==> src/logic/ppm_consts.vh <==
// constants for the port pin function multiplexer
// assumes inclusion by the single design module; definitions only
//
// Summary of operation
// - p1 bit2 select: drive timer compare 1, input feeds capture 1a, port direction.
// - p1 bit3 select: drive supervisor output, module input unused.
// - p1 bit4 select: module output is constant low, no module input.
// - p1 bit5 select: drive auxiliary clock, input feeds timer external clock.
// - p1 bit6 module mode: direction and data from serial slave-in/master-out line.
// - p1 bit7 module mode: direction and data from serial slave-out/master-in line.
// - p1 bits 2..5 port while lcd range below 05h, else segments 31..28.
// - p1 bits 6,7 port while lcd range below 04h, else segments 27,26.
// - p2 bit0 select: drive timer compare 2, input feeds capture 2a.
// - p2 bit1 module mode: direction and data from serial clock line.
// - p2 bits 0,1 port while lcd range below 04h, else segments 25,24.
// - p2 bit2 module mode: forced input, output low, input is slave strobe.
// - p2 bit3 input buffer off when supervisor level is 1111b; select drives low.
// - p2 bit4 module mode: forced output driving asynchronous transmit data.
// - p2 bit5 module mode: forced input, output low, input is receive data.
// - p2 bits 6,7 unbonded; flags change only by software writes.
`ifndef PPM_CONSTS_VH
`define PPM_CONSTS_VH
`define PPM_ADDR_P1_IN 4'h0
`define PPM_ADDR_P1_OUT 4'h1
`define PPM_ADDR_P1_DIR 4'h2
`define PPM_ADDR_P1_IFG 4'h3
`define PPM_ADDR_P1_IES 4'h4
`define PPM_ADDR_P1_IE 4'h5
`define PPM_ADDR_P1_SEL 4'h6
`define PPM_ADDR_P2_IN 4'h8
`define PPM_ADDR_P2_OUT 4'h9
`define PPM_ADDR_P2_DIR 4'ha
`define PPM_ADDR_P2_IFG 4'hb
`define PPM_ADDR_P2_IES 4'hc
`define PPM_ADDR_P2_IE 4'hd
`define PPM_ADDR_P2_SEL 4'he
`define PPM_RESET_BYTE 8'h00
`define PPM_LCD_P1_LOW 3'h5
`define PPM_LCD_P1_HIGH 3'h4
`define PPM_LCD_P2_LOW 3'h4
`define PPM_LEVEL_OFF 4'hf
`define PPM_BONDED_P2 8'h3f
`endif

==> src/logic/ppm_port_mux.v <==
// pin function multiplexer for an 8-pin port and a 6-pin port with edge interrupt flags
// assumes pins synchronised here; module signals on core_clk
`timescale 1ns/1ps
`include "ppm_consts.vh"
module ppm_port_mux (
    input wire core_clk,
    input wire reset_n,
    input wire [3:0] reg_addr,
    input wire [7:0] reg_wdata,
    input wire reg_write,
    input wire reg_read,
    output reg [7:0] reg_rdata,
    input wire [2:0] lcd_port_range_field,
    input wire [3:0] supervisor_level_field,
    input wire [7:0] port1_pin_in,
    output wire [7:0] port1_pin_out,
    output wire [7:0] port1_pin_oe,
    output wire [7:0] port1_lcd_mode,
    input wire [5:0] port2_pin_in,
    output wire [5:0] port2_pin_out,
    output wire [5:0] port2_pin_oe,
    output wire [5:0] port2_lcd_mode,
    input wire timer_out1,
    input wire timer_out2,
    input wire supervisor_output,
    input wire aux_clock,
    input wire serial_simo_out,
    input wire serial_somi_out,
    input wire serial_clock_out,
    input wire serial_transmit_data,
    input wire dir_ctrl_data_out_line,
    input wire dir_ctrl_data_in_line,
    input wire dir_ctrl_serial_clock,
    output wire timer_capture_in_1a,
    output wire timer_capture_in_2a,
    output wire timer_external_clock,
    output wire serial_slave_in_master_out,
    output wire serial_slave_out_master_in,
    output wire serial_clock_line,
    output wire serial_slave_strobe,
    output wire serial_receive_data,
    output wire port1_irq,
    output wire port2_irq
);
    reg [7:0] port1_output_q, port1_direction_q, port1_irq_flag_q;
    reg [7:0] port1_edge_select_q, port1_irq_enable_q, port1_function_select_q;
    reg [7:0] port2_output_q, port2_direction_q, port2_irq_flag_q;
    reg [7:0] port2_edge_select_q, port2_irq_enable_q, port2_function_select_q;
    reg [7:0] p1_meta_q, p1_sync_q, p1_prev_q;
    reg [7:0] p2_meta_q, p2_sync_q, p2_prev_q;
    wire [7:0] port1_input;
    wire [7:0] port2_input;
    wire [7:0] p1_edge;
    wire [7:0] p2_edge;
    wire [7:0] p1_mod_out;
    wire [7:0] p2_mod_out;
    wire [7:0] p1_mod_oe;
    wire [7:0] p2_mod_oe;
    wire [7:0] p1_pad_in;
    wire [7:0] p2_pad_in;
    wire p2_3_buffer_off;
    wire [7:0] p2_out_all;
    wire [7:0] p2_oe_all;

    // edge detect: rising when edge select clear, falling when set
    function [7:0] edge_hit;
        input [7:0] now;
        input [7:0] prev;
        input [7:0] ies;
        edge_hit = (~ies & now & ~prev) | (ies & ~now & prev);
    endfunction

    // input buffer gating and synchronisers
    assign p2_3_buffer_off = (supervisor_level_field == `PPM_LEVEL_OFF);
    assign p1_pad_in = port1_pin_in;
    assign p2_pad_in = {2'b00, port2_pin_in[5:4], port2_pin_in[3] & ~p2_3_buffer_off,
                        port2_pin_in[2:0]};

    always @(posedge core_clk or negedge reset_n) begin
        if (!reset_n) begin
            p1_meta_q <= `PPM_RESET_BYTE;
            p1_sync_q <= `PPM_RESET_BYTE;
            p1_prev_q <= `PPM_RESET_BYTE;
            p2_meta_q <= `PPM_RESET_BYTE;
            p2_sync_q <= `PPM_RESET_BYTE;
            p2_prev_q <= `PPM_RESET_BYTE;
        end else begin
            p1_meta_q <= p1_pad_in;
            p1_sync_q <= p1_meta_q;
            p1_prev_q <= p1_sync_q;
            p2_meta_q <= p2_pad_in;
            p2_sync_q <= p2_meta_q;
            p2_prev_q <= p2_sync_q;
        end
    end

    assign port1_input = p1_sync_q;
    assign port2_input = p2_sync_q & `PPM_BONDED_P2;
    assign p1_edge = edge_hit(p1_sync_q, p1_prev_q, port1_edge_select_q);
    assign p2_edge = edge_hit(p2_sync_q, p2_prev_q, port2_edge_select_q) & `PPM_BONDED_P2;

    // module-side outputs per bit
    assign p1_mod_out = {serial_somi_out,
                         serial_simo_out,
                         aux_clock,
                         1'b0,
                         supervisor_output,
                         timer_out1,
                         2'b00};
    assign p1_mod_oe = {dir_ctrl_data_in_line,
                        dir_ctrl_data_out_line,
                        port1_direction_q[5:0]};
    assign p2_mod_out = {2'b00,
                         1'b0,
                         serial_transmit_data,
                         1'b0,
                         1'b0,
                         serial_clock_out,
                         timer_out2};
    assign p2_mod_oe = {port2_direction_q[7:6],
                        1'b0,
                        1'b1,
                        port2_direction_q[3],
                        1'b0,
                        dir_ctrl_serial_clock,
                        port2_direction_q[0]};

    // select clear: register output under direction bit
    assign port1_pin_out = (port1_function_select_q & p1_mod_out) |
                           (~port1_function_select_q & port1_output_q);
    assign port1_pin_oe = ((port1_function_select_q & p1_mod_oe) |
                           (~port1_function_select_q & port1_direction_q)) &
                          ~port1_lcd_mode;
    assign p2_out_all = (port2_function_select_q & p2_mod_out) |
                        (~port2_function_select_q & port2_output_q);
    assign p2_oe_all = (port2_function_select_q & p2_mod_oe) |
                       (~port2_function_select_q & port2_direction_q);
    assign port2_pin_out = p2_out_all[5:0];
    assign port2_pin_oe = p2_oe_all[5:0] & ~port2_lcd_mode;

    // lcd segment takeover
    assign port1_lcd_mode = {{2{lcd_port_range_field >= `PPM_LCD_P1_HIGH}},
                             {4{lcd_port_range_field >= `PPM_LCD_P1_LOW}},
                             2'b00};
    assign port2_lcd_mode = {4'h0, {2{lcd_port_range_field >= `PPM_LCD_P2_LOW}}};

    // module inputs taken from the synchronised pins
    assign timer_capture_in_1a = port1_input[2];
    assign timer_external_clock = port1_input[5];
    assign serial_slave_in_master_out = port1_input[6];
    assign serial_slave_out_master_in = port1_input[7];
    assign timer_capture_in_2a = port2_input[0];
    assign serial_clock_line = port2_input[1];
    assign serial_slave_strobe = port2_input[2];
    assign serial_receive_data = port2_input[5];

    assign port1_irq = |(port1_irq_flag_q & port1_irq_enable_q);
    assign port2_irq = |(port2_irq_flag_q & port2_irq_enable_q);

    // register writes; hardware edge set wins over software write
    always @(posedge core_clk or negedge reset_n) begin
        if (!reset_n) begin
            port1_output_q <= `PPM_RESET_BYTE;
            port1_direction_q <= `PPM_RESET_BYTE;
            port1_irq_flag_q <= `PPM_RESET_BYTE;
            port1_edge_select_q <= `PPM_RESET_BYTE;
            port1_irq_enable_q <= `PPM_RESET_BYTE;
            port1_function_select_q <= `PPM_RESET_BYTE;
            port2_output_q <= `PPM_RESET_BYTE;
            port2_direction_q <= `PPM_RESET_BYTE;
            port2_irq_flag_q <= `PPM_RESET_BYTE;
            port2_edge_select_q <= `PPM_RESET_BYTE;
            port2_irq_enable_q <= `PPM_RESET_BYTE;
            port2_function_select_q <= `PPM_RESET_BYTE;
        end else begin
            if (reg_write) begin
                case (reg_addr)
                    `PPM_ADDR_P1_OUT: port1_output_q <= reg_wdata;
                    `PPM_ADDR_P1_DIR: port1_direction_q <= reg_wdata;
                    `PPM_ADDR_P1_IES: port1_edge_select_q <= reg_wdata;
                    `PPM_ADDR_P1_IE: port1_irq_enable_q <= reg_wdata;
                    `PPM_ADDR_P1_SEL: port1_function_select_q <= reg_wdata;
                    `PPM_ADDR_P2_OUT: port2_output_q <= reg_wdata;
                    `PPM_ADDR_P2_DIR: port2_direction_q <= reg_wdata;
                    `PPM_ADDR_P2_IES: port2_edge_select_q <= reg_wdata;
                    `PPM_ADDR_P2_IE: port2_irq_enable_q <= reg_wdata;
                    `PPM_ADDR_P2_SEL: port2_function_select_q <= reg_wdata;
                    default: ;
                endcase
            end
            if (reg_write && reg_addr == `PPM_ADDR_P1_IFG)
                port1_irq_flag_q <= reg_wdata | p1_edge;
            else
                port1_irq_flag_q <= port1_irq_flag_q | p1_edge;
            if (reg_write && reg_addr == `PPM_ADDR_P2_IFG)
                port2_irq_flag_q <= reg_wdata | p2_edge;
            else
                port2_irq_flag_q <= port2_irq_flag_q | p2_edge;
        end
    end

    // read data one cycle after the strobe, zero otherwise
    always @(posedge core_clk or negedge reset_n) begin
        if (!reset_n) begin
            reg_rdata <= `PPM_RESET_BYTE;
        end else if (reg_read) begin
            case (reg_addr)
                `PPM_ADDR_P1_IN: reg_rdata <= port1_input;
                `PPM_ADDR_P1_OUT: reg_rdata <= port1_output_q;
                `PPM_ADDR_P1_DIR: reg_rdata <= port1_direction_q;
                `PPM_ADDR_P1_IFG: reg_rdata <= port1_irq_flag_q;
                `PPM_ADDR_P1_IES: reg_rdata <= port1_edge_select_q;
                `PPM_ADDR_P1_IE: reg_rdata <= port1_irq_enable_q;
                `PPM_ADDR_P1_SEL: reg_rdata <= port1_function_select_q;
                `PPM_ADDR_P2_IN: reg_rdata <= port2_input;
                `PPM_ADDR_P2_OUT: reg_rdata <= port2_output_q;
                `PPM_ADDR_P2_DIR: reg_rdata <= port2_direction_q;
                `PPM_ADDR_P2_IFG: reg_rdata <= port2_irq_flag_q;
                `PPM_ADDR_P2_IES: reg_rdata <= port2_edge_select_q;
                `PPM_ADDR_P2_IE: reg_rdata <= port2_irq_enable_q;
                `PPM_ADDR_P2_SEL: reg_rdata <= port2_function_select_q;
                default: reg_rdata <= `PPM_RESET_BYTE;
            endcase
        end else begin
            reg_rdata <= `PPM_RESET_BYTE;
        end
    end
endmodule

==> config.mk <==
export PLATFORM = sky130hd
export DESIGN_NAME = ppm_port_mux
export DESIGN_NICKNAME = d
export VERILOG_FILES = /design/src/logic/ppm_port_mux.v
export VERILOG_INCLUDE_DIRS = /design/src /design/src/logic
export SDC_FILE = /design/constraint.sdc
export NUM_CORES = 1
export LEC_CHECK = 0
export BUFFER_PORTS_ARGS = -buffer_cell sky130_fd_sc_hd__buf_2
export CORE_MARGIN = 5
export CORE_UTILIZATION = 30
export CTS_BUF_LIST = sky130_fd_sc_hd__clkbuf_8
export CTS_CLUSTER_SIZE = 8
export DETAILED_ROUTE_END_ITERATION = 8
export HOLD_SLACK_MARGIN = 0.02
export PLACE_DENSITY = 0.57
export SLEW_MARGIN = 20
export SYNTH_ARGS = -nofsm -noshare
export SYNTH_HDL_FRONTEND = slang
export SYNTH_SLANG_ARGS = --single-unit
==> constraint.sdc <==
create_clock -name core_clk -period 1.4 [get_ports core_clk]
set_clock_uncertainty 0.2 [all_clocks]
set_input_delay 0.21 -clock core_clk [delete_from_list [all_inputs] [get_ports core_clk]]
set_output_delay 0.21 -clock core_clk [all_outputs]
set_load 0.005 [all_outputs]
Word level (Yosys, flattened, before mapping)
Cells that the tools add are included.
- flip-flop bits (word level): 146
- input bits: 48
- word-level logic and storage cells: 96
- output and inout bits: 60
- reduce and logical (&&, ||, !) cells: 15
- muxes and demuxes: 4
- bitwise gates (word level): 42
- equal/unequal tests: 14
- $lt $le $gt $ge: 2
- operators with widths (cell ; number):
    $pmux W8 S14 ; 1
    $and A8 B8 Y8 ; 11
    $and A6 B6 Y6 ; 7
    $not A8 Y8 ; 5
    $or A8 B8 Y8 ; 5
    $eq A4 B4 Y1 const B ; 8
    $mux W8 ; 3
    $not A6 Y6 ; 4
    $reduce_and A2 Y1 ; 10
    $or A6 B6 Y6 ; 3
    $or A8 B6 Y8 ; 2
    $reduce_or A8 Y1 ; 2
    $and A6 B5 Y6 ; 2
    $eq A4 B3 Y1 const B ; 3
    $eq A4 B2 Y1 const B ; 2
    $ge A3 B3 Y1 const B ; 2
    $not A2 Y6 ; 1
    $eq A4 B1 Y1 const B ; 1
    $logic_not A4 Y1 ; 1
    $logic_and A1 B1 Y1 ; 2
    $and A1 B1 Y1 ; 1
    $not A1 Y1 ; 1

Depth between registers and ports, before layout
- depth after elaboration: 6
- gate-level depth with buffers: 7
- mapped depth without buffers: 4

Worst setup path before layout
Ideal clock, no wire load.
- path type: input -> register
- start: in reg_addr[2]
- end: reg port2_edge_select_q[0]
- path buffers: 2
- stages: 5
- setup time: 0.125 ns
- setup slack: -0.198 ns
- required time: 1.075 ns
- data arrival time: 1.273 ns
- path through: buf_4 > buf_2 > nand3_4 > nor3_4 > mux2_2
- cells in the longest elaborated chain, start to end: 2
- RTL lines (item ; line ; text):
    start, declared ; ppm_port_mux.v:8 ; input wire [3:0] reg_addr,
    $eq A4 B4 Y1 ; ppm_port_mux.v:177 ; case (reg_addr)
    $reduce_and A2 Y1 (no line) ; -- ;
    end signal, assigned ; ppm_port_mux.v:172 ; port2_edge_select_q <= `PPM_RESET_BYTE;
    end signal, assigned ; ppm_port_mux.v:185 ; `PPM_ADDR_P2_IES: port2_edge_select_q <= reg_wdata;
    end, declared ; ppm_port_mux.v:48 ; reg [7:0] port2_edge_select_q, port2_irq_enable_q, port2_function_select_q;
Every way passes these cells.
A chain may end at the register's enable or synchronous reset.

Worst setup path in the final report
- start: reg port1_irq_flag_q[5]
- end: out port1_irq
- cells in the longest elaborated chain, start to end: 2
- RTL lines (item ; line ; text):
    start, declared ; ppm_port_mux.v:45 ; reg [7:0] port1_output_q, port1_direction_q, port1_irq_flag_q;
    start signal, assigned ; ppm_port_mux.v:165 ; port1_irq_flag_q <= `PPM_RESET_BYTE;
    start signal, assigned ; ppm_port_mux.v:192 ; port1_irq_flag_q <= reg_wdata | p1_edge;
    start signal, assigned ; ppm_port_mux.v:194 ; port1_irq_flag_q <= port1_irq_flag_q | p1_edge;
    $and A8 B8 Y8 ; ppm_port_mux.v:157 ; assign port1_irq = |(port1_irq_flag_q & port1_irq_enable_q);
    $reduce_or A8 Y1 ; ppm_port_mux.v:157 ;
    end, declared ; ppm_port_mux.v:42 ; output wire port1_irq,
Every way passes these cells.

==> impl_metrics.json <==
{
  "hold_violations": 21,
  "detail_route.wirelength_mm": 20.78,
  "p_clk_share_pct": 28.1,
  "cp.required_ns": 0.99,
  "fin_area_mm2": 0.01001,
  "drc": 0,
  "die_x_um": 160.5,
  "drt-initial-drc-count": 286,
  "cts_tree": "done",
  "switching_share_pct": 28.50,
  "portBuffers": 101,
  "grt_antenna_before_repair": 0,
  "cp_slowest_cell": "dfrtp_1",
  "fillers": 2097,
  "holdBufCountCts": 25,
  "diodes": 0,
  "yosys_warnings": 0,
  "firstDrtPassIters": 5,
  "antenna_left": 0,
  "cts_sinks": 146,
  "io_pins": 108,
  "synthFlopType": "dfrtp_1",
  "critPathTopFamily": "flip-flops",
  "grt_max_degree": 44,
  "layout_commonest_cell": "buf_4",
  "synth_area_per_cell_um2": 12.47,
  "synth.distinct_cells": 52,
  "hp-class": "input port to asynchronous set/reset pin",
  "max_freq_mhz": 530.4,
  "htree_levels": 4,
  "arrival_ns": 1.48,
  "crit_chain": "a22oi_2 > nand4_1 > buf_2",
  "outcome": "finished with violations",
  "synth_top_area_share_pct": 53.75,
  "coreArea_mm2": 0.02250,
  "synth_top_cell_by_area": "dfrtp_1",
  "sequentialPowerShare_pct": 43.6,
  "p_switching_mw": 3.550,
  "fin_crit_ns": 1.885,
  "synth_edf_count": 0,
  "rsz0062_at_grt": "yes",
  "violations": "negative hold slack, negative setup slack",
  "combPwrFrac_pct": 28.3,
  "viasPerCell": 4.879,
  "crit_type": "register to output port",
  "start_util_pct": 30.21,
  "fin_crit_sh_pct": 134.7,
  "async_reset_ff_share_pct": 100.0,
  "cts_max_path_buffers": 2,
  "most-common-layout-cells": "buf_4, dfrtp_1, buf_2",
  "path_clk_slew_ns": 0.08,
  "critPathLaunchType": "register",
  "cts_buffers": 17,
  "grt_pass1_wl_mm": 32.92,
  "place_area_mm2": 0.008597,
  "slowest_delay_ns": 0.40,
  "wl_per_cell_um": 18.47,
  "synthCells": 545,
  "fin_tns_setup_ns": -7.849,
  "die_height_um": 160.5,
  "cp_max_fo": 2,
  "whs_ns": -0.02928,
  "ff2ff_setup_slack_ns": -0.22,
  "fin_nets": 875,
  "power_density_mw_per_mm2": 1245,
  "place_congestion": 0.8865,
  "dp_cells": 1007,
  "ys_ff_latch": 146,
  "finalPower_mw": 12.46,
  "maxCapViolCount": 0,
  "hpwl_mm": 15.16,
  "final_max_slew_viol_count": 0,
  "p_leak_nw": 4.717,
  "rows": 55,
  "ir_drop_v": 0.0004938,
  "end_kind": "output port",
  "syn-cell-area_mm2": 0.006798,
  "clockRootBuffer": "clkbuf_8",
  "grt-ovfl-total": 0,
  "setup_viol": 44,
  "num_vias": 5489,
  "ys_top_cells_by_area": "dfrtp_1, mux2_2, mux2i_1, buf_4, nand2_1",
  "ys_seq_area_share_pct": 53.75,
  "die_area_mm2": 0.02577,
  "p_int_mw": 8.907,
  "clock_latency_ns": 0.46,
  "finalWorstSetupSlack_ns": -0.4854,
  "drive_gt1_share_pct": 54.76,
  "grt_use_total_pct": 16.39,
  "areaGrowthSynthToFinish_pct": 47.21,
  "critPathBufInv": 1,
  "final_cells": 1125,
  "grt_pass1_vias": 5768
}
==> area by class of cell <==
class / instances / area, µm² / area share (%)
sequential: 146 / 3659 / 36.56
timing repair buffer: 307 / 2402 / 24.01
tap: 285 / 356.6 / 3.563
clock buffer: 18 / 247.7 / 2.476
clock inverter: 14 / 163.9 / 1.638
multi-input combinational: 349 / 3156 / 31.53
inverter: 6 / 22.52 / 0.2251
==> Yosys cell counts, types with 3 or more instances <==
cell type and number:
a211o_1 3, a22o_1 10, a22oi_1 16, a31oi_1 8
a32oi_1 3, a41oi_1 3, and2_1 8, and3_1 7
and3b_1 5, and4b_1 3, buf_2 11, buf_4 18
buf_6 4, clkbuf_1 13, clkbuf_2 3, dfrtp_1 146
inv_1 6, mux2_2 96, mux2i_1 26, nand2_1 35
nand2b_1 3, nand3_1 5, nor2_1 24, nor2_2 3
nor2b_1 17, nor3b_1 3, o211ai_1 15, o21ai_0 11
o22a_1 3, o2bb2ai_1 3
==> stage by stage <==
stage | utilization (%) | setup slack [ns]
2_1_floorplan | - | -0.1856
3_3_place_gp | 38.20 | -0.4438
3_5_place_dp | 38.20 | -0.4479
4_1_cts | 43.68 | -0.5207
5_1_grt | 44.47 | -0.5436
6_report | 44.47 | -0.4854
==> what timing repair did <==
| action | CTS | global route |
|---|---|---|
| endpoints found under the setup margin | 51 | 54 |
| hold endpoints to repair | 247 | 21 |
| pin swaps | 18 | 14 |
| setup buffers | 50 | 15 |
| resized for setup | 52 | 25 |
==> final timing paths <==
path / from / endpoint / cells past startpoint
min in group core_clk: reg_addr[1] / reg_rdata[2]$_DFF_PN0_ / 4
max in group asynchronous: reset_n / port2_function_select_q[5]$_DFFE_PN0P_ / 3
setup reg to reg: port1_irq_enable_q[5]$_DFFE_PN0P_ / reg_rdata[5]$_DFF_PN0_ / 5
hold reg to reg: p2_meta_q[3]$_DFF_PN0_ / p2_sync_q[3]$_DFF_PN0_ / 0
setup / recovery: port1_irq_flag_q[5]$_DFF_PN0_ / port1_irq / 3
hold / removal: reset_n / port1_irq_flag_q[2]$_DFF_PN0_ / 2
==> power groups by stage <==
stage          logic, mW  clock network [mW]  registers, mW
6_report            3.53                3.50           5.43
2_1_floorplan       1.52                   0           5.31
5_1_grt             3.81                3.79           5.49
3_5_place_dp        2.67                   0           5.50
4_1_cts             3.38                3.58           5.40
3_3_place_gp        2.60                   0           5.48
==> kinds of logic (layout without fill, tap and decap cells) <==
group,Yosys count,in the layout,synth area share (%)
buffers and inverters,55,345,4.730
AOI/OAI and AO/OA,89,89,9.977
muxes,125,125,20.56
and+or+nand+nor,129,129,10.93
DFF,146,146,53.75
other,1,6,0.05517
==> sequential cells by signal, indices dropped and copies added (netlist names) <==
register                 cells
p1_meta_q                    8
p1_prev_q                    8
p1_sync_q                    8
port1_direction_q            8
port1_edge_select_q          8
port1_function_select_q      8
port1_irq_enable_q           8
port1_irq_flag_q             8
port1_output_q               8
port2_direction_q            8
port2_edge_select_q          8
port2_function_select_q      8
port2_irq_enable_q           8
port2_irq_flag_q             8
port2_output_q               8
reg_rdata                    8
p2_meta_q                    6
p2_prev_q                    6
p2_sync_q                    6
==> per-layer routing <==
layer	share of wire, %	wire, µm	vias up	global-route usage, %
li1	-	-	2539	-
met1	44	9168	2774	21.31
met2	49	10170	144	27.05
met3	4.4	910	32	3.541
met4	2.6	532	0	5.827
met5	0	0	-	0
No activity file was read; power rests on OpenSTA's default activity.
